### config.mk
export PLATFORM = sky130hd
export DESIGN_NAME = sle_top
export DESIGN_NICKNAME = d
export VERILOG_FILES = /design/src/core/sle_pkg.sv /design/src/core/sle_top.sv /design/src/core/sle_lane_ctl.sv
export VERILOG_INCLUDE_DIRS = /design/src /design/src/core
export SDC_FILE = /design/constraint.sdc
export NUM_CORES = 1
export LEC_CHECK = 0
export ABC_AREA = 0
export BUFFER_PORTS_ARGS = -buffer_cell sky130_fd_sc_hd__buf_2
export CELL_PAD_IN_SITES_DETAIL_PLACEMENT = 1
export CELL_PAD_IN_SITES_GLOBAL_PLACEMENT = 1
export CORE_MARGIN = 2
export CORE_UTILIZATION = 39
export CTS_CLUSTER_SIZE = 25
export DETAILED_ROUTE_END_ITERATION = 8
export PLACE_DENSITY = 0.85
export SLEW_MARGIN = 20
export SYNTH_ARGS = -nofsm -noshare
export SYNTH_HDL_FRONTEND = slang
export SYNTH_SLANG_ARGS = --single-unit
### constraint.sdc
create_clock -name pclk -period 3.82 [get_ports pclk]
set_clock_uncertainty 0.2 [all_clocks]
set_input_delay 1.146 -clock pclk [delete_from_list [all_inputs] [get_ports pclk]]
set_output_delay 1.146 -clock pclk [all_outputs]
set_load 0.005 [all_outputs]
### src/core/sle_params.svh
// constants of the extra-lane enable block
// What this block does
// RULE1 - link A lane field bits 7:1 force link clocks of lanes 1-7 on
// RULE2 - link B lane field bits 7:1 force link clocks of lanes 1-7 on
// RULE3 - link A bit 0 high also powers forced serializers; low, clocks only
// RULE4 - link B bit 0 high also powers forced serializers; low, clocks only
// RULE5 - software changes extra-lane registers only while link encoder is off; code still takes such writes and sets the wwe flag
// RULE6 - forced lanes take rate and format from link mode and test pattern
// RULE7 - forced-only lane with test pattern 0 or 5 sends octet ramp (pattern 4)
// RULE8 - extra lanes never override channel power down; powered-down link stays off
// RULE9 - serializer n gets a clock only if lanes 0 to n-1 are enabled
// RULE10 - both channels down turns off serializer PLL and multiframe clock
// RULE11 - lane enable is mode need OR extra bit, gated by link power
`ifndef SLE_PARAMS_SVH
`define SLE_PARAMS_SVH
`define SLE_IDX_EXTRA_A 10'h20A
`define SLE_IDX_EXTRA_B 10'h20B
`define SLE_IDX_STAT_CLK 10'h2F0
`define SLE_IDX_STAT_SER 10'h2F1
`define SLE_EXTRA_RST 8'h00
`define SLE_SER_BIT 0
`define SLE_WWE_BIT 31
`define SLE_SUBSYS_BIT 30
`define SLE_TP_OFF 4'h0
`define SLE_TP_RAMP 4'h4
`define SLE_TP_ALT 4'h5
`endif

### src/core/sle_pkg.sv
// types shared by the extra-lane enable block
package sle_pkg;
   typedef struct packed {
      logic [7:1] lanes;
      logic ser;
   } sle_extra_t;

   typedef struct packed {
      logic [7:0] clk_en;
      logic [7:0] ser_en;
      logic [7:0] ramp;
      logic [7:0][3:0] pattern;
   } sle_link_out_t;

   typedef struct packed {
      logic [31:0] prdata;
      logic pready;
      logic pslverr;
   } sle_apb_rsp_t;
endpackage : sle_pkg

### src/core/sle_top.sv
// extra-lane enable registers on apb with per-link lane control
`timescale 1ns/100ps
`default_nettype none
`include "sle_params.svh"
module sle_top (
   // clock and reset
   input wire logic pclk,
   input wire logic presetn,
   // apb slave
   input wire logic psel,
   input wire logic penable,
   input wire logic pwrite,
   input wire logic [11:0] paddr,
   input wire logic [31:0] pwdata,
   input wire logic [3:0] pstrb,
   output logic [31:0] prdata,
   output logic pready,
   output logic pslverr,
   // device settings, same clock
   input wire logic link_encoder_enable,
   input wire logic [7:0] link_mode_select_lanes_a,
   input wire logic [7:0] link_mode_select_lanes_b,
   input wire logic [3:0] test_pattern_select,
   input wire logic [1:0] channel_power_down,
   // lane controls
   output sle_pkg::sle_link_out_t link_a_lanes,
   output sle_pkg::sle_link_out_t link_b_lanes,
   // link subsystem power
   output logic serdes_pll_en,
   output logic multiframe_clk_en
);
   typedef struct packed {
      sle_pkg::sle_extra_t extra_a;
      sle_pkg::sle_extra_t extra_b;
      logic wwe;
      logic subsys_on;
      sle_pkg::sle_apb_rsp_t rsp;
   } sle_state_t;

   sle_state_t q;
   sle_state_t d;
   logic setup;
   logic access;
   logic wr_ok;
   logic link_a_on;
   logic link_b_on;
   logic wwe_set;
   logic wwe_clr;

   function automatic logic hit(input logic [11:0] a, input logic [9:0] idx);
      hit = (a[11:2] == idx);
   endfunction : hit

   function automatic logic mapped(input logic [11:0] a);
      mapped = hit(a, `SLE_IDX_EXTRA_A) || hit(a, `SLE_IDX_EXTRA_B)
         || hit(a, `SLE_IDX_STAT_CLK) || hit(a, `SLE_IDX_STAT_SER);
   endfunction : mapped

   always_comb begin
      d = q;
      setup = psel && !penable;
      access = psel && penable && q.rsp.pready;
      wr_ok = access && pwrite && mapped(paddr) && pstrb[0];
      // a powered-down channel keeps its link dark
      link_a_on = !channel_power_down[0]; // RULE8
      link_b_on = !channel_power_down[1]; // RULE8
      d.subsys_on = !(&channel_power_down); // RULE10

      if (wr_ok && hit(paddr, `SLE_IDX_EXTRA_A)) begin
         d.extra_a = pwdata[7:0]; // RULE1 RULE3
      end
      if (wr_ok && hit(paddr, `SLE_IDX_EXTRA_B)) begin
         d.extra_b = pwdata[7:0]; // RULE2 RULE4
      end

      // a write while the encoder runs is flagged, not blocked
      wwe_set = wr_ok && link_encoder_enable
         && (hit(paddr, `SLE_IDX_EXTRA_A) || hit(paddr, `SLE_IDX_EXTRA_B)); // RULE5
      wwe_clr = access && pwrite && pstrb[3] && hit(paddr, `SLE_IDX_STAT_CLK)
         && pwdata[`SLE_WWE_BIT];
      if (wwe_set) begin
         d.wwe = 1'b1;
      end else if (wwe_clr) begin
         d.wwe = 1'b0;
      end

      d.rsp.pready = setup;
      d.rsp.pslverr = setup && !mapped(paddr);
      d.rsp.prdata = '0;
      if (setup && !pwrite) begin
         if (hit(paddr, `SLE_IDX_EXTRA_A)) begin
            d.rsp.prdata = {24'h000000, q.extra_a};
         end else if (hit(paddr, `SLE_IDX_EXTRA_B)) begin
            d.rsp.prdata = {24'h000000, q.extra_b};
         end else if (hit(paddr, `SLE_IDX_STAT_CLK)) begin
            d.rsp.prdata = {q.wwe, q.subsys_on, 14'h0000,
               link_b_lanes.clk_en, link_a_lanes.clk_en};
         end else if (hit(paddr, `SLE_IDX_STAT_SER)) begin
            d.rsp.prdata = {16'h0000, link_b_lanes.ser_en, link_a_lanes.ser_en};
         end
      end
   end

   always_ff @(posedge pclk or negedge presetn) begin
      if (!presetn) begin
         q <= '0;
      end else begin
         q <= d;
      end
   end

   sle_lane_ctl u_link_a (
      .pclk(pclk),
      .presetn(presetn),
      .extra(q.extra_a),
      .mode_lanes(link_mode_select_lanes_a),
      .test_sel(test_pattern_select),
      .link_on(link_a_on),
      .lanes(link_a_lanes)
   );

   sle_lane_ctl u_link_b (
      .pclk(pclk),
      .presetn(presetn),
      .extra(q.extra_b),
      .mode_lanes(link_mode_select_lanes_b),
      .test_sel(test_pattern_select),
      .link_on(link_b_on),
      .lanes(link_b_lanes)
   );

   assign prdata = q.rsp.prdata;
   assign pready = q.rsp.pready;
   assign pslverr = q.rsp.pslverr;
   assign serdes_pll_en = q.subsys_on;
   assign multiframe_clk_en = q.subsys_on;

   // forced lane clocks follow the register one cycle later
   property p_a_forced_clk;
      @(posedge pclk) disable iff (!presetn)
      !channel_power_down[0] |=>
         ((link_a_lanes.clk_en[7:1] & $past(q.extra_a.lanes))
            == $past(q.extra_a.lanes));
   endproperty
   a_a_forced_clk: assert property (p_a_forced_clk) // RULE1
      else $error("link a forced lane clock missing");

   property p_b_forced_clk;
      @(posedge pclk) disable iff (!presetn)
      !channel_power_down[1] |=>
         ((link_b_lanes.clk_en[7:1] & $past(q.extra_b.lanes))
            == $past(q.extra_b.lanes));
   endproperty
   a_b_forced_clk: assert property (p_b_forced_clk) // RULE2
      else $error("link b forced lane clock missing");

   property p_a_clk_only;
      @(posedge pclk) disable iff (!presetn)
      (!q.extra_a.ser && link_mode_select_lanes_a == 8'h00)
         |=> (link_a_lanes.ser_en == 8'h00);
   endproperty
   a_a_clk_only: assert property (p_a_clk_only) // RULE3
      else $error("link a serializer on without serializer enable");

   property p_b_ser_on;
      @(posedge pclk) disable iff (!presetn)
      (q.extra_b == 8'hFF && link_mode_select_lanes_b[0] && !channel_power_down[1])
         |=> (link_b_lanes.ser_en == 8'hFF);
   endproperty
   a_b_ser_on: assert property (p_b_ser_on) // RULE4
      else $error("link b forced serializers not powered");

   property p_mode_pattern;
      @(posedge pclk) disable iff (!presetn)
      link_mode_select_lanes_a[2]
         |=> (link_a_lanes.pattern[2] == $past(test_pattern_select));
   endproperty
   a_mode_pattern: assert property (p_mode_pattern) // RULE6
      else $error("mode lane pattern differs from test select");

   property p_ramp;
      @(posedge pclk) disable iff (!presetn)
      (q.extra_b.lanes[5] && !link_mode_select_lanes_b[5] && !channel_power_down[1]
         && (test_pattern_select == 4'h0 || test_pattern_select == 4'h5))
         |=> (link_b_lanes.ramp[5] && link_b_lanes.pattern[5] == 4'h4);
   endproperty
   a_ramp: assert property (p_ramp) // RULE7
      else $error("forced lane did not switch to octet ramp");

   property p_pd_off;
      @(posedge pclk) disable iff (!presetn)
      channel_power_down[0] ##1 channel_power_down[0]
         |=> (link_a_lanes.clk_en == 8'h00 && link_a_lanes.ser_en == 8'h00);
   endproperty
   a_pd_off: assert property (p_pd_off) // RULE8
      else $error("powered-down link a has active lanes");

   property p_ser_chain;
      @(posedge pclk) disable iff (!presetn)
      ((link_a_lanes.ser_en[7:1] & ~link_a_lanes.ser_en[6:0]) == 7'h00)
         && ((link_b_lanes.ser_en[7:1] & ~link_b_lanes.ser_en[6:0]) == 7'h00);
   endproperty
   a_ser_chain: assert property (p_ser_chain) // RULE9
      else $error("serializer clocked with a lower lane off");

   property p_subsys_off;
      @(posedge pclk) disable iff (!presetn)
      (channel_power_down == 2'b11)
         |=> (!serdes_pll_en && !multiframe_clk_en);
   endproperty
   a_subsys_off: assert property (p_subsys_off) // RULE10
      else $error("link subsystem powered with both channels down");

   property p_or_gate;
      @(posedge pclk) disable iff (!presetn)
      1'b1 |=> (link_b_lanes.clk_en == ($past(link_mode_select_lanes_b
         | {q.extra_b.lanes, 1'b0}) & {8{!$past(channel_power_down[1])}}));
   endproperty
   a_or_gate: assert property (p_or_gate) // RULE11
      else $error("link b lane enable is not mode or extra");

   property p_apb_write;
      @(posedge pclk) disable iff (!presetn)
      (psel && penable && pready && pwrite && pstrb[0]
         && paddr[11:2] == 10'h20A)
         |=> (q.extra_a == $past(pwdata[7:0]));
   endproperty
   a_apb_write: assert property (p_apb_write)
      else $error("extra lane a write not stored");

   property p_apb_ready;
      @(posedge pclk) disable iff (!presetn)
      (psel && !penable) |=> pready ##1 !pready;
   endproperty
   a_apb_ready: assert property (p_apb_ready)
      else $error("apb ready not one cycle after setup");

   property p_wwe;
      @(posedge pclk) disable iff (!presetn)
      (psel && penable && pready && pwrite && pstrb[0] && link_encoder_enable
         && paddr[11:2] == 10'h20B) |=> q.wwe;
   endproperty
   a_wwe: assert property (p_wwe) // RULE5
      else $error("write under running encoder not flagged");

   property p_wwe_clr;
      @(posedge pclk) disable iff (!presetn)
      (psel && penable && pready && pwrite && pstrb[3] && pwdata[`SLE_WWE_BIT]
         && paddr[11:2] == `SLE_IDX_STAT_CLK) |=> !q.wwe;
   endproperty
   a_wwe_clr: assert property (p_wwe_clr)
      else $error("write-while-enabled flag not cleared");

   property p_strb_ignore;
      @(posedge pclk) disable iff (!presetn)
      (psel && penable && pready && pwrite && !pstrb[0])
         |=> ($stable(q.extra_a) && $stable(q.extra_b));
   endproperty
   a_strb_ignore: assert property (p_strb_ignore)
      else $error("write without byte lane 0 changed a register");

   property p_apb_err;
      @(posedge pclk) disable iff (!presetn)
      (psel && !penable && !mapped(paddr))
         |=> (pslverr && prdata == 32'h0000_0000);
   endproperty
   a_apb_err: assert property (p_apb_err)
      else $error("unmapped access not flagged as error");

   property p_rd_a;
      @(posedge pclk) disable iff (!presetn)
      (psel && !penable && !pwrite && paddr[11:2] == `SLE_IDX_EXTRA_A)
         |=> (prdata == {24'h000000, $past(q.extra_a)});
   endproperty
   a_rd_a: assert property (p_rd_a) // RULE1
      else $error("extra lane a read data wrong");

   property p_a_ramp_alt;
      @(posedge pclk) disable iff (!presetn)
      (q.extra_a.lanes[1] && !link_mode_select_lanes_a[1] && !channel_power_down[0]
         && test_pattern_select == `SLE_TP_ALT)
         |=> (link_a_lanes.ramp[1] && link_a_lanes.pattern[1] == `SLE_TP_RAMP);
   endproperty
   a_a_ramp_alt: assert property (p_a_ramp_alt) // RULE7
      else $error("link a forced lane did not send octet ramp");

   property p_no_ramp;
      @(posedge pclk) disable iff (!presetn)
      (test_pattern_select != `SLE_TP_OFF && test_pattern_select != `SLE_TP_ALT)
         |=> (link_a_lanes.ramp == 8'h00 && link_b_lanes.ramp == 8'h00);
   endproperty
   a_no_ramp: assert property (p_no_ramp) // RULE6
      else $error("octet ramp under a pattern that keeps its own format");

   property p_b_pd_off;
      @(posedge pclk) disable iff (!presetn)
      channel_power_down[1]
         |=> (link_b_lanes.clk_en == 8'h00 && link_b_lanes.ser_en == 8'h00);
   endproperty
   a_b_pd_off: assert property (p_b_pd_off) // RULE8
      else $error("powered-down link b has active lanes");

   property p_a_ser_lane0;
      @(posedge pclk) disable iff (!presetn)
      !link_mode_select_lanes_a[0] |=> (link_a_lanes.ser_en == 8'h00);
   endproperty
   a_a_ser_lane0: assert property (p_a_ser_lane0) // RULE9
      else $error("link a serializer clocked without lane 0");

   property p_subsys_on;
      @(posedge pclk) disable iff (!presetn)
      (channel_power_down != 2'b11)
         |=> (serdes_pll_en && multiframe_clk_en);
   endproperty
   a_subsys_on: assert property (p_subsys_on) // RULE10
      else $error("link subsystem off with a channel powered");
endmodule : sle_top
`default_nettype wire

### src/core/sle_lane_ctl.sv
// per-link lane clock, serializer and pattern control
`timescale 1ns/100ps
`default_nettype none
`include "sle_params.svh"
module sle_lane_ctl (
   // clock and reset
   input wire logic pclk,
   input wire logic presetn,
   // settings
   input wire sle_pkg::sle_extra_t extra,
   input wire logic [7:0] mode_lanes,
   input wire logic [3:0] test_sel,
   input wire logic link_on,
   // lane controls
   output sle_pkg::sle_link_out_t lanes
);
   sle_pkg::sle_link_out_t q;
   sle_pkg::sle_link_out_t d;
   logic ramp_sel;
   logic [7:0] forced;
   logic [7:0] ser_want;

   always_comb begin
      d = q;
      ramp_sel = (test_sel == `SLE_TP_OFF) || (test_sel == `SLE_TP_ALT);
      forced = {extra.lanes, 1'b0};
      for (int n = 0; n < 8; n++) begin
         d.clk_en[n] = link_on && (mode_lanes[n] || forced[n]); // RULE1 RULE2 RULE8 RULE11
         ser_want[n] = link_on && (mode_lanes[n] || (forced[n] && extra.ser)); // RULE3 RULE4
         d.ramp[n] = d.clk_en[n] && forced[n] && !mode_lanes[n] && ramp_sel; // RULE7
         d.pattern[n] = d.ramp[n] ? `SLE_TP_RAMP : test_sel; // RULE6
      end
      // a serializer clock is chained through every lower lane
      d.ser_en[0] = ser_want[0];
      for (int n = 1; n < 8; n++) begin
         d.ser_en[n] = d.ser_en[n-1] && ser_want[n]; // RULE9
      end
   end

   always_ff @(posedge pclk or negedge presetn) begin
      if (!presetn) begin
         q <= '0;
      end else begin
         q <= d;
      end
   end

   assign lanes = q;
endmodule : sle_lane_ctl
`default_nettype wire

* After elaboration in Yosys (flattened, before gate mapping)
Index checks and enable logic that the tools add are counted.
** Word-level totals
- Bits in registers :: 158
- Latch bits :: 0
- Memory bits (writable) :: 0
- ROM bits :: 0
- Bits of input ports :: 76
- Memories :: 0
** Operators by class
- $add $sub $neg :: 0
- Multipliers :: 0
- Divide/modulo/power cells :: 0
- Order comparisons :: 0
- Equality and inequality tests :: 5
- Shift-type cells :: 0
- Multiplexer cells :: 21
- Bitwise gates (word level) :: 0
- Reductions and logical operators :: 170
** Operators with widths (number)
- 2-to-1 mux 32 bit :: 4
- logical AND 1 bit :: 115
- 2-to-1 mux 4 bit :: 14
- equality test 10 bit (second input constant) :: 4
- logical OR 1 bit :: 32
- logical NOT 1 bit :: 20
- 2-to-1 mux 16 bit :: 1
- equality test 4 x 3 -> 1 bit (second input constant) :: 1
- logical NOT 4 bit :: 1
- 2-to-1 mux 1 bit :: 2
- AND reduction 2 bit :: 1
- nonzero test 2 bit :: 1

* Logic depth before layout (Yosys ltp)
Gate-level depths: netlist of the first run.
- Depth in word-level cells :: 10
- Gate-level depth with buffers :: 7

* Modules after synthesis
Synthesis of the first run repeated with hierarchy kept, for this count alone.
** Second synthesis, totals
- Cell total of the unflattened synthesis :: 447
- Area total of the unflattened synthesis :: 5703.0 um^2
** Modules (own cells, without submodules)
- sle_lane_ctl :: instances 2, cells an instance 128, area each 1825.5 um^2, sequential area each 1351.3 um^2
- sle_top :: instances 1, cells an instance 191, area each 2052.0 um^2, sequential area each 950.9 um^2

* Worst setup path after synthesis of the first run
Ideal clock, no wire load.
- Path type :: input port to flip-flop
- From :: in paddr[4]
- To :: reg q (netlist bit prdata[30])
- Setup time :: 0.082 ns
- Arrival time :: 2.611 ns
- Slack :: 0.927 ns
- Cell stages on the path :: 7
- Buffers on the path :: 3
- Cells stage by stage :: or3b_1 -> buf_6 -> or3_1 -> buf_6 -> or2_1 -> buf_6 -> nor3b_2
** RTL lines
- from (decl) :: RTL line sle_top.sv:13 : input wire logic [11:0] paddr,
- to (signal assigned) :: RTL line sle_top.sv:106 : q <= '0;
- to (signal assigned) :: RTL line sle_top.sv:108 : q <= d;
- to (decl) :: RTL line sle_top.sv:40 : sle_state_t q;

* Final worst setup path of the first run
- From :: in paddr[6]
- To :: reg q[50] (netlist name)
** On the way
- Longest elaborated chain between the ends :: 7
- Elaborated cells between the ends (all ways) :: 10
** Ends and longest elaborated chain
- equality test 10 bit :: RTL line sle_top.sv:51 : hit = (a[11:2] == idx);
- logical OR 1 bit (3 in series) :: RTL line sle_top.sv:55 : mapped = hit(a, `SLE_IDX_EXTRA_A) || hit(a, `SLE_IDX_EXTRA_B)
- logical AND 1 bit (2 in series) :: RTL line sle_top.sv:63 : wr_ok = access && pwrite && mapped(paddr) && pstrb[0];
- logical AND 1 bit * :: RTL line sle_top.sv:69 : if (wr_ok && hit(paddr, `SLE_IDX_EXTRA_A)) begin
Mark *: on every way between the ends. The rest lies on a longest branch, timed or not.
A chain may end at the register's enable or synchronous reset.

==> results of run 1 <==
-- sequential cells by signal, summed over array words and instances (netlist names) --
name	cells
q	17
u_link_b.lanes	54
pready	1
multiframe_clk_en	1
prdata	18
pslverr	1
u_link_a.lanes	50
-- power groups by stage --
stage / registers (uW) / clock network (uW) / logic [uW]
after CTS: 1570 / 1460 / 201
after global placement: 1590 / 0 / 189
after detailed placement: 1590 / 0 / 199
final: 1570 / 1420 / 196
after floorplan: 1600 / 0 / 86.2
after global routing: 1570 / 1530 / 220
-- cells in the mapped netlist (all sizes together), types with 8 or more instances --
| master | n | area share (%) |
|---|---|---|
| dfrtp | 142 | 66 |
| nor2 | 52 | 3.6 |
| mux2i | 21 | 3.9 |
| a21oi | 11 | 1.0 |
| nor2b | 16 | 1.9 |
| or2 | 15 | 1.7 |
| o22a | 8 | 1.3 |
| inv | 8 | 0.56 |
| mux2 | 16 | 3.3 |
| clkbuf | 36 | 2.5 |
| nor3b | 16 | 2.4 |
| buf | 48 | 6.7 |
-- final timing paths --
path	start	end	cells past startpoint
setup / recovery	paddr[6]	q[50]$_DFFE_PN0P_	5
hold / removal	q[35]$_DFFE_PN0P_	q[35]$_DFFE_PN0P_	1
setup reg to reg	q[36]$_DFFE_PN0P_	u_link_b.lanes[47]$_DFF_PN0_	4
hold reg to reg	q[35]$_DFFE_PN0P_	q[35]$_DFFE_PN0P_	1
max in group asynchronous	presetn	u_link_a.lanes[23]$_DFF_PN0_	2
min in group asynchronous	presetn	u_link_a.lanes[13]$_DFF_PN0_	1
-- layer usage --
metal,wire [microns],share of wire (%),vias to the layer above
met3,907,6.6,28
met1,5230,38,1784
met2,7290,53,118
met5,34,0.25,-
li1,-,-,1591
met4,313,2.3,6
-- metrics by stage --
stage / instances / total power (uW) / utilization [%] / setup WS (ns)
6_report: 749 / 3190 / 49.4 / 0.999
3_5_place_dp: 718 / 1790 / 45.6 / 0.554
5_1_grt: 749 / 3320 / 49.4 / 0.914
4_1_cts: 749 / 3230 / 49.4 / 0.991
3_3_place_gp: 718 / 1780 / 45.6 / 0.598
2_1_floorplan: 443 / 1680 / - / 0.927
-- cell families after synthesis --
kind of cell / after synthesis / synth area share, %
mux: 37 / 7.24
compound gates: 24 / 2.95
other cells: 1 / 0.0695
buf+inv: 93 / 9.95
flops: 142 / 65.9
simple gates: 130 / 13.8
xor+xnor: 1 / 0.162
-- layout make-up --
class	count	area (sq um)
flip-flops and latches	142	3550
fillers	1462	6780
clock buffers	23	468
well taps	176	220
clock inverters	8	42.5
repair buffers	184	950
inverters	8	30.0
multi-input cells	208	1360
==> impl_results.md, run 1 <==
* Run status: completed
* Routed WL at roughly 14000 microns
* Post-route DRC violation count at 0
* Per-cell routed wire length at 18.4 microns
* Crit path buffers/inverters at 1
* Synth warnings at 0
* Total core area at about 13000 sq um
* Iter 0 DRT Violations at about 150
* Row Count at 42
* N_diodes at 0
* Fmax at about 350 MHz
* GRT met3 Usage at ~7.3%
* Met2 Use GR at about a third
* Slew Limit Fails at 0
* Finished Cell Area at 6620 sq um
* Area Overhead vs Synth at 22.8%
* GRT Max-Usage Layer: met2
* Switching Share at roughly 22%
* Hold slack at 0.306 ns
* Distinct cells, synth at 36
* Setup TNS at 0 ns
* DIE HEIGHT at 122 microns
* PostCTS Resize Cnt at 0
* Leakage power at ~0.0035 uW
* Most frequent cells in the layout: buf_2, dfrtp_1, nor2_1, mux2i_1, clkbuf_16
* Post-synth ARST share at between 90% and 100%
* Largest net degree at the start of global routing at 73
* GPL Wtd Cong at between 0.7 and 0.8
* Commonest non-fill, non-tap cell in the layout: buf_2
* Element type at the critical path start: input pin
* Reg power frac at approximately half
* H-tree levels at 4
* Main synth FF type: dfrtp_1
* VDD IR-drop max at around 0.25 mV
* Post-Syn Instances at ~430
* Hold/Removal Path Class: register to register
* Clock power share at roughly 45%
* R2R setup slack at ~1.7 ns
* CP Capture Type: register
* Overall Global Routing Usage at about a fifth
* Pwr/cell area at ~480 nW/um^2
* First-pass GRT wire length at between 20000 and 25000 microns
* Initial antenna violation count at 5
* Ports at between 200 and 250
* Post-CTS Hold Fix Bufs at 0
* Final setup violation count at 0
* Arrival @ worst endpoint at slightly below 3 ns
* Slowest cell delay on critical path at between 0.6 and 0.7 ns
* Setup repair after global routing missed its margin: false
* CTS root buf: clkbuf_16
* Buffers on Ports at 180
* Area of the die at around 15000 sq um
* Post-DP HPWL at 10300 microns
* Sw Pwr at 709 uW
* Relative max-transition margin at between 50% and 60%
* Final worst path period need at between 2 and 3 ns
* CTS tree: yes
* Max Cap Viol at 0
* Critical path type: input pin to register
* CTS max path bufs at 2
* Starting Density at about two fifths
* Seq cells post-synth at 142
* Vias in the first global route at 3863
* Met1 usage at a little over a fifth
* Reg clk slew, reported paths at roughly 0.05 ns
* Hold Vio Cnt, Final at 0
* Layout cells sized above 1 at 43.5%
* Fin crit share at around 74%
* Antenna-violating nets left at 0
* Area after DPL at 6110 sq um
* Num CTS Buffers at 17
* Worst Path Required at 3.91 ns
* Chip width at between 100 and 150 microns
* Combinational share of power at a little over 6%
* Worst-Skew Late Latency at between 0.4 and 0.5 ns
* Syn avg cell area at about 13 sq um
* Gr ovfl total at 0
* Vias per cell at between 4 and 5
* Int Pwr at 2480 uW
* Mapped Area at roughly 5400 sq um
* Tightest Pin Transition at roughly 0.70 ns
* CP max stage cell: nor4_4
* 1st-pass router iterations at 4
* Crit Path Max Fanout at 8
* Fin nets at 637
* DR vias at between 3000 and 4000
* Register area share after synthesis at about two thirds
* Post CTS Setup Buffer Count at 0
* Post-synth EDFFs at 0
* Worst path top cell family by delay: simple AND/OR/NAND/NOR gates
* Clk sinks at between 100 and 150
* Worst-path cell chain: buf_2, nor4_1, nand3_1, nor4_4, mux2_2
Note: power is estimated with default switching activity, not from simulation.
==> run 2, diff against run 1 <==
--- a/config.mk
+++ b/config.mk
@@ -11,10 +11,10 @@
 export CELL_PAD_IN_SITES_DETAIL_PLACEMENT = 1
 export CELL_PAD_IN_SITES_GLOBAL_PLACEMENT = 1
 export CORE_MARGIN = 2
-export CORE_UTILIZATION = 39
+export CORE_UTILIZATION = 37
 export CTS_CLUSTER_SIZE = 25
 export DETAILED_ROUTE_END_ITERATION = 8
-export PLACE_DENSITY = 0.85
+export PLACE_DENSITY = 0.81
 export SLEW_MARGIN = 20
 export SYNTH_ARGS = -nofsm -noshare
 export SYNTH_HDL_FRONTEND = slang
==> constraint.sdc (replaced) <==
create_clock -name pclk -period 2.74 [get_ports pclk]
set_clock_uncertainty 0.2 [all_clocks]
set_input_delay 0.822 -clock pclk [delete_from_list [all_inputs] [get_ports pclk]]
set_output_delay 0.822 -clock pclk [all_outputs]
set_load 0.005 [all_outputs]
==> impl_results.md, run 2 (synthesis results as in run 1) <==
* Run status: completed (unchanged)
* Layout Cells excl Fill at 774 (was 749)
* Leakage power at 0.00357 uW (was 0.00348 uW)
* CP max stage cell: mux2_2 (was nor4_4)
* Slew Limit Fails at 0 (unchanged)
* Area of the die at 15600 sq um (was 14800 sq um)
* Area Overhead vs Synth at 26.2% (was 22.8%)
* Ports at 224 (unchanged)
* Hold slack at 0.174 ns (was 0.306 ns)
* Final WS setup at 0.474 ns (was 0.999 ns)
* Post-DP HPWL at 10500 microns (was 10300 microns)
* CTS root buf: clkbuf_16 (unchanged)
* Place WS at 0.0626 ns (was 0.554 ns)
* Fillcell total at 1578 (was 1462)
* Setup repair after global routing missed its margin: false (unchanged)
* Worst-path cell chain: buf_2, nor4_1, nand3_1, nor4_4, buf_4, mux2_2 (was buf_2, nor4_1, nand3_1, nor4_4, mux2_2)
* Arrival @ worst endpoint at 2.36 ns (was 2.92 ns)
* Post-route DRC violation count at 0 (unchanged)
* Reg2reg start: q[36]$_DFFE_PN0P_ (unchanged)
* Total core area at 14400 sq um (was 13400 sq um)
* Final worst path period need at roughly 2.3 ns
* Reg power frac at 47.3% (was 49.2%)
* Worst path depth at 6 (was 5)
* Iter 0 DRT Violations at 112 (was 149)
* RR Endpoint: u_link_b.lanes[47]$_DFF_PN0_ (unchanged)
* 1st-pass router iterations at 5 (was 4)
* Chip width at 125 microns (was 122 microns)
* Clock power share at 46.5% (was 44.7%)
* Initial antenna violation count at 1 (was 5)
* Register Area at 3550 sq um (unchanged)
* Area after DPL at 6250 sq um (was 6110 sq um)
* Worst Path Required at 2.83 ns (was 3.91 ns)
* Fin crit share at 82.7%
* CTS max path bufs at 2 (unchanged)
* Vias in the first global route at 3857 (was 3863)
* Per-cell routed wire length at 18.1 microns (was 18.4 microns)
* Max reg flops at 54 (unchanged)
* Overall Global Routing Usage at 18.8% (was 19.4%)
* Finished Cell Area at 6810 sq um (was 6620 sq um)
* Slowest cell delay on critical path at 0.36 ns (was 0.66 ns)
* Relative max-transition margin at 64.3% (was 52.9%)
* Starting Density at 37.5% (was 40.3%)
* Critical path type: input pin to register (unchanged)
* Antenna-violating nets left at 0 (unchanged)
* Commonest non-fill, non-tap cell in the layout: buf_2 (unchanged)
* Row Count at 44 (was 42)
* Element type at the critical path start: input pin (unchanged)
* Combinational share of power at 6.2% (was 6.1%)
* Clk sinks at 142 (unchanged)
* Tightest Pin Transition at 0.535 ns (was 0.701 ns)
* Max Cap Viol at 0 (unchanged)
* DR vias at 3575 (was 3527)
* Post CTS Setup Buffer Count at 0 (unchanged)
* Vias per cell at 4.62 (was 4.71)
* CP Capture Type: register (unchanged)
* GPL Wtd Cong at 0.801 (was 0.792)
* Reg clk slew, reported paths at 0.06 ns (was 0.05 ns)
* Num CTS Buffers at 17 (unchanged)
* R2R cell count at 4 (unchanged)
* Post-CTS Hold Fix Bufs at 0 (unchanged)
* VDD IR-drop max at 0.384 mV (was 0.250 mV)
* Final setup violation count at 0 (unchanged)
* Gr ovfl total at 0 (unchanged)
* Fmax at between 400 and 500 MHz
* Hold Vio Cnt, Final at 0 (unchanged)
* H-tree levels at 4 (unchanged)
* Hold/Removal Path Class: input pin to asynchronous set/reset pin (was register to register)
* Worst-Skew Late Latency at 0.42 ns (about the same)
* Largest net degree at the start of global routing at 57 (was 73)
* CTS tree: yes (unchanged)
* Placed Cells at 741 (was 718)
* Routed WL at 14000 microns (was 13800 microns)
* R2R setup slack at 0.65 ns (was 1.73 ns)
* Setup TNS at 0 ns (unchanged)
* Crit path buffers/inverters at 2 (was 1)
* Buffers on Ports at 180 (unchanged)
* Fin nets at 652 (was 637)
* Crit Path Max Fanout at 8 (unchanged)
* PostCTS Resize Cnt at 0 (unchanged)
* Area occupied by multi-input gates at 1360 sq um (unchanged)
* Layout cells sized above 1 at 44.8% (was 43.5%)
* First-pass GRT wire length at 22100 microns (was 21000 microns)
* Most frequent cells in the layout: buf_2, dfrtp_1, nor2_1, mux2i_1 (was buf_2, dfrtp_1, nor2_1, mux2i_1, clkbuf_16)
* Int Pwr at 3620 uW (was 2480 uW)
* Pwr/cell area at 678 nW/um^2 (was 481 nW/um^2)
* Sw Pwr at 1000 uW (was 709 uW)
* Worst path top cell family by delay: simple AND/OR/NAND/NOR gates (unchanged)
* Switching Share at 21.7% (was 22.2%)
* DIE HEIGHT at 125 microns (was 122 microns)
[run 2: routing by layer]
layer	part of all wire [%]	global-route usage, %	wire [microns]
met5	0	0	0
met3	5.8	5.71	816
met1	40	22.1	5620
met2	52	31.6	7260
met4	2.3	8.39	328
[run 2: worst max path at each step]
stage	slack (ns)	startpoint	end
detailed placement	0.06	paddr[6]	q[45]$_DFFE_PN0P_
finish	0.47	paddr[6]	q[45]$_DFFE_PN0P_
global placement	0.08	paddr[6]	q[49]$_DFFE_PN0P_
global route	0.38	paddr[6]	q[37]$_DFFE_PN0P_
floorplan	0.17	paddr[4]	prdata[30]$_DFF_PN0_
CTS	0.49	paddr[6]	q[45]$_DFFE_PN0P_
[run 2: per-stage QoR]
stage	util, %	power (uW)
final	47.4	4620
after global routing	47.4	4800
after CTS	47.4	4680
after detailed placement	43.5	2510
after global placement	43.5	2490
after floorplan	-	2350
[run 2: power groups by stage]
stage | logic [uW] | clock network, uW | registers, uW
finish | 287 | 2150 | 2180
global route | 319 | 2290 | 2190
CTS | 293 | 2200 | 2180
detailed placement | 291 | 0 | 2220
global placement | 277 | 0 | 2210
floorplan | 120 | 0 | 2230
[run 2: area by class of cell]
type                    count  area share [%]
flip-flops and latches    142            52.2
repair buffers            199            15.8
clock buffers              26            7.33
multi-input cells         208            20.0
diodes                      1          0.0368
clock inverters             6           0.845
well taps                 184            3.38
inverters                   8           0.441
==> run 3, diff against run 2 <==
--- a/config.mk
+++ b/config.mk
@@ -11,10 +11,10 @@
 export CELL_PAD_IN_SITES_DETAIL_PLACEMENT = 1
 export CELL_PAD_IN_SITES_GLOBAL_PLACEMENT = 1
 export CORE_MARGIN = 2
-export CORE_UTILIZATION = 37
+export CORE_UTILIZATION = 33
 export CTS_CLUSTER_SIZE = 25
 export DETAILED_ROUTE_END_ITERATION = 8
-export PLACE_DENSITY = 0.81
+export PLACE_DENSITY = 0.77
 export SLEW_MARGIN = 20
 export SYNTH_ARGS = -nofsm -noshare
 export SYNTH_HDL_FRONTEND = slang
==> constraint.sdc (replaced) <==
create_clock -name pclk -period 2 [get_ports pclk]
set_clock_uncertainty 0.2 [all_clocks]
set_input_delay 0.6 -clock pclk [delete_from_list [all_inputs] [get_ports pclk]]
set_output_delay 0.6 -clock pclk [all_outputs]
set_load 0.005 [all_outputs]
==> impl_results.md, run 3 (synthesis results as in run 1) <==
* Switching Share at 21.8% (was 21.7%)
* Hold/Removal Path Class: input pin to register (was input pin to asynchronous set/reset pin)
* Critical path type: input pin to register (unchanged)
* Setup repair after global routing missed its margin: false (unchanged)
* Area Overhead vs Synth at 36.4% (was 26.2%)
* Setup TNS at 0 ns (unchanged)
* Gr ovfl total at 0 (unchanged)
* Sw Pwr at 1440 uW (was 1000 uW)
* Hold Vio Cnt, Final at 0 (unchanged)
* 1st-pass router iterations at 4 (was 5)
* GPL Wtd Cong at 0.813 (was 0.801)
* Vias in the first global route at 4280 (was 3857)
* H-tree levels at 4 (unchanged)
* Reg clk slew, reported paths at 0.06 ns (about the same)
* Buffers on Ports at 180 (unchanged)
* CP Capture Type: register (unchanged)
* Ports at 224 (unchanged)
* Clk sinks at 142 (unchanged)
* Pwr/cell area at 897 nW/um^2 (was 678 nW/um^2)
* Vias per cell at 4.39 (was 4.62)
* Run status: completed (unchanged)
* Fmax at ~500 MHz
* Int Pwr at 5160 uW (was 3620 uW)
* Chip width at 132 microns (was 125 microns)
* Final setup violation count at 0 (unchanged)
* Final core occ at 46.1% (was 47.4%)
* First-pass GRT wire length at 23800 microns (was 22100 microns)
* CP max stage cell: or3b_4 (was mux2_2)
* Per-cell routed wire length at 18.0 microns (was 18.1 microns)
* Worst-Skew Late Latency at 0.42 ns (about the same)
* Leakage power at 0.00383 uW (was 0.00357 uW)
* Reg power frac at 45.3% (was 47.3%)
* Layout cells sized above 1 at 50.1% (was 44.8%)
* Fillcell total at 1737 (was 1578)
* Clock power share at 48.0% (was 46.5%)
* Initial antenna violation count at 6 (was 1)
* Overall Global Routing Usage at 18.1% (was 18.8%)
* Fin nets at 694 (was 652)
* Area of the die at 17400 sq um (was 15600 sq um)
* Largest net degree at the start of global routing at 43 (was 57)
* DIE HEIGHT at 132 microns (was 125 microns)
* Register Area at 3560 sq um (was 3550 sq um)
* Crit path buffers/inverters at 2 (unchanged)
* DR vias at 3748 (was 3575)
* Iter 0 DRT Violations at 100 (was 112)
* Post-DP HPWL at 11400 microns (was 10500 microns)
* Worst-path cell chain: buf_2, or3b_4, or3_1, or2_1, buf_12, nor2_1 (was buf_2, nor4_1, nand3_1, nor4_4, buf_4, mux2_2)
* CTS tree: yes (unchanged)
* Max Cap Viol at 0 (unchanged)
* Area occupied by multi-input gates at 1450 sq um (was 1360 sq um)
* Element type at the critical path start: input pin (unchanged)
* VDD IR-drop max at 0.522 mV (was 0.384 mV)
* CTS max path bufs at 2 (unchanged)
* GRT met3 Usage at 5.27% (was 5.71%)
* Combinational share of power at 6.7% (was 6.2%)
* Crit Path Max Fanout at 8 (unchanged)
* Starting Density at 33.8% (was 37.5%)
* Met2 Use GR at 32.1% (was 31.6%)
* Arrival @ worst endpoint at 2.10 ns (was 2.36 ns)
* Row Count at 46 (was 44)
* Fin crit share at between 90% and 100%
* Commonest non-fill, non-tap cell in the layout: buf_2 (unchanged)
* Met1 usage at 19.9% (was 22.1%)
* CTS root buf: clkbuf_16 (unchanged)
* Worst path top cell family by delay: simple AND/OR/NAND/NOR gates (unchanged)
* Total core area at 15900 sq um (was 14400 sq um)
* Antenna-violating nets left at 0 (unchanged)
* Final worst path period need at ~2 ns
* GRT Max-Usage Layer: met2 (unchanged)
* Slew Limit Fails at 0 (unchanged)
* Num CTS Buffers at 17 (unchanged)
* Post-route DRC violation count at 0 (unchanged)
* Max reg flops at 54 (unchanged)
* Slowest cell delay on critical path at 0.44 ns (was 0.36 ns)
* Most frequent cells in the layout: buf_2, dfrtp_1, buf_4, nor2_1, mux2i_1 (was buf_2, dfrtp_1, nor2_1, mux2i_1)
* Routed WL at 15300 microns (was 14000 microns)
* Worst Path Required at 2.14 ns (was 2.83 ns)
run 3: cell count changes in the layout (fill, tap and decap cells not counted), sizes merged:
cell         previous run  this run
buf                   199       240
bufinv                  1         3
clkbuf                 26        20
clkinv                  4         6
clkinvlp                1         3
diode                   1         6
dlygate4sd3             0         1
run 3: path summary, 6_finish.rpt:
check,startpoint,to,slack [ns],cells past startpoint
min reg2reg,u_link_b.lanes[48]$_DFF_PN0_,prdata[8]$_DFF_PN0_,0.33,2
max reg2reg,q[44]$_DFFE_PN0P_,u_link_a.lanes[45]$_DFF_PN0_,0.09,4
min in group asynchronous,presetn,u_link_b.lanes[17]$_DFF_PN0_,0.49,2
max in group asynchronous,presetn,q[38]$_DFFE_PN0P_,0.51,3
min,channel_power_down[1],u_link_b.lanes[48]$_DFF_PN0_,0.17,2
max,paddr[4],prdata[13]$_DFF_PN0_,0.05,6
run 3: what timing repair did:
action	CTS	global route
pin swaps	1	2
buffers inserted	0	2
hold endpoints to repair	37	0
cloned	0	0
endpoints found under the setup margin	18	20
hold buffers	1	0
resized for setup	3	12
run 3: power groups by stage:
stage / Clock [uW] / Sequential (uW) / Combinational [uW]
floorplan: 0 / 3050 / 165
global placement: 0 / 3030 / 415
detailed placement: 0 / 3040 / 436
CTS: 3240 / 2990 / 443
global route: 3360 / 3000 / 487
finish: 3170 / 2990 / 441
run 3: metal layers:
metal | part of all wire, % | vias up
met3 | 4.7 | 30
met4 | 2.7 | 2
met2 | 54 | 110
li1 | - | 1715
met5 | 0.10 | -
met1 | 39 | 1891
run 3: cell type report:
class	instances	share of cell area [%]
Antenna cell	6	0.204
Clock buffer	20	6.21
Clock inverter	12	1.94
Inverter	8	0.408
Multi-Input combinational cell	208	19.7
Sequential cell	142	48.3
Tap cell	216	3.67
Timing Repair Buffer	241	19.5
run 3: through the flow:
stage          instance area (sq um)  hold WS, ns  total power [uW]  worst slack, ns  instances
2_1_floorplan                   5490        0.104              3220           -0.346        443
3_3_place_gp                    6650        0.294              3450           -0.401        812
3_5_place_dp                    6650        0.323              3480           -0.471        812
6_report                        7360        0.171              6600           0.0458        853
5_1_grt                         7350        0.171              6850           0.0237        849
4_1_cts                         7270        0.154              6680          0.00806        845
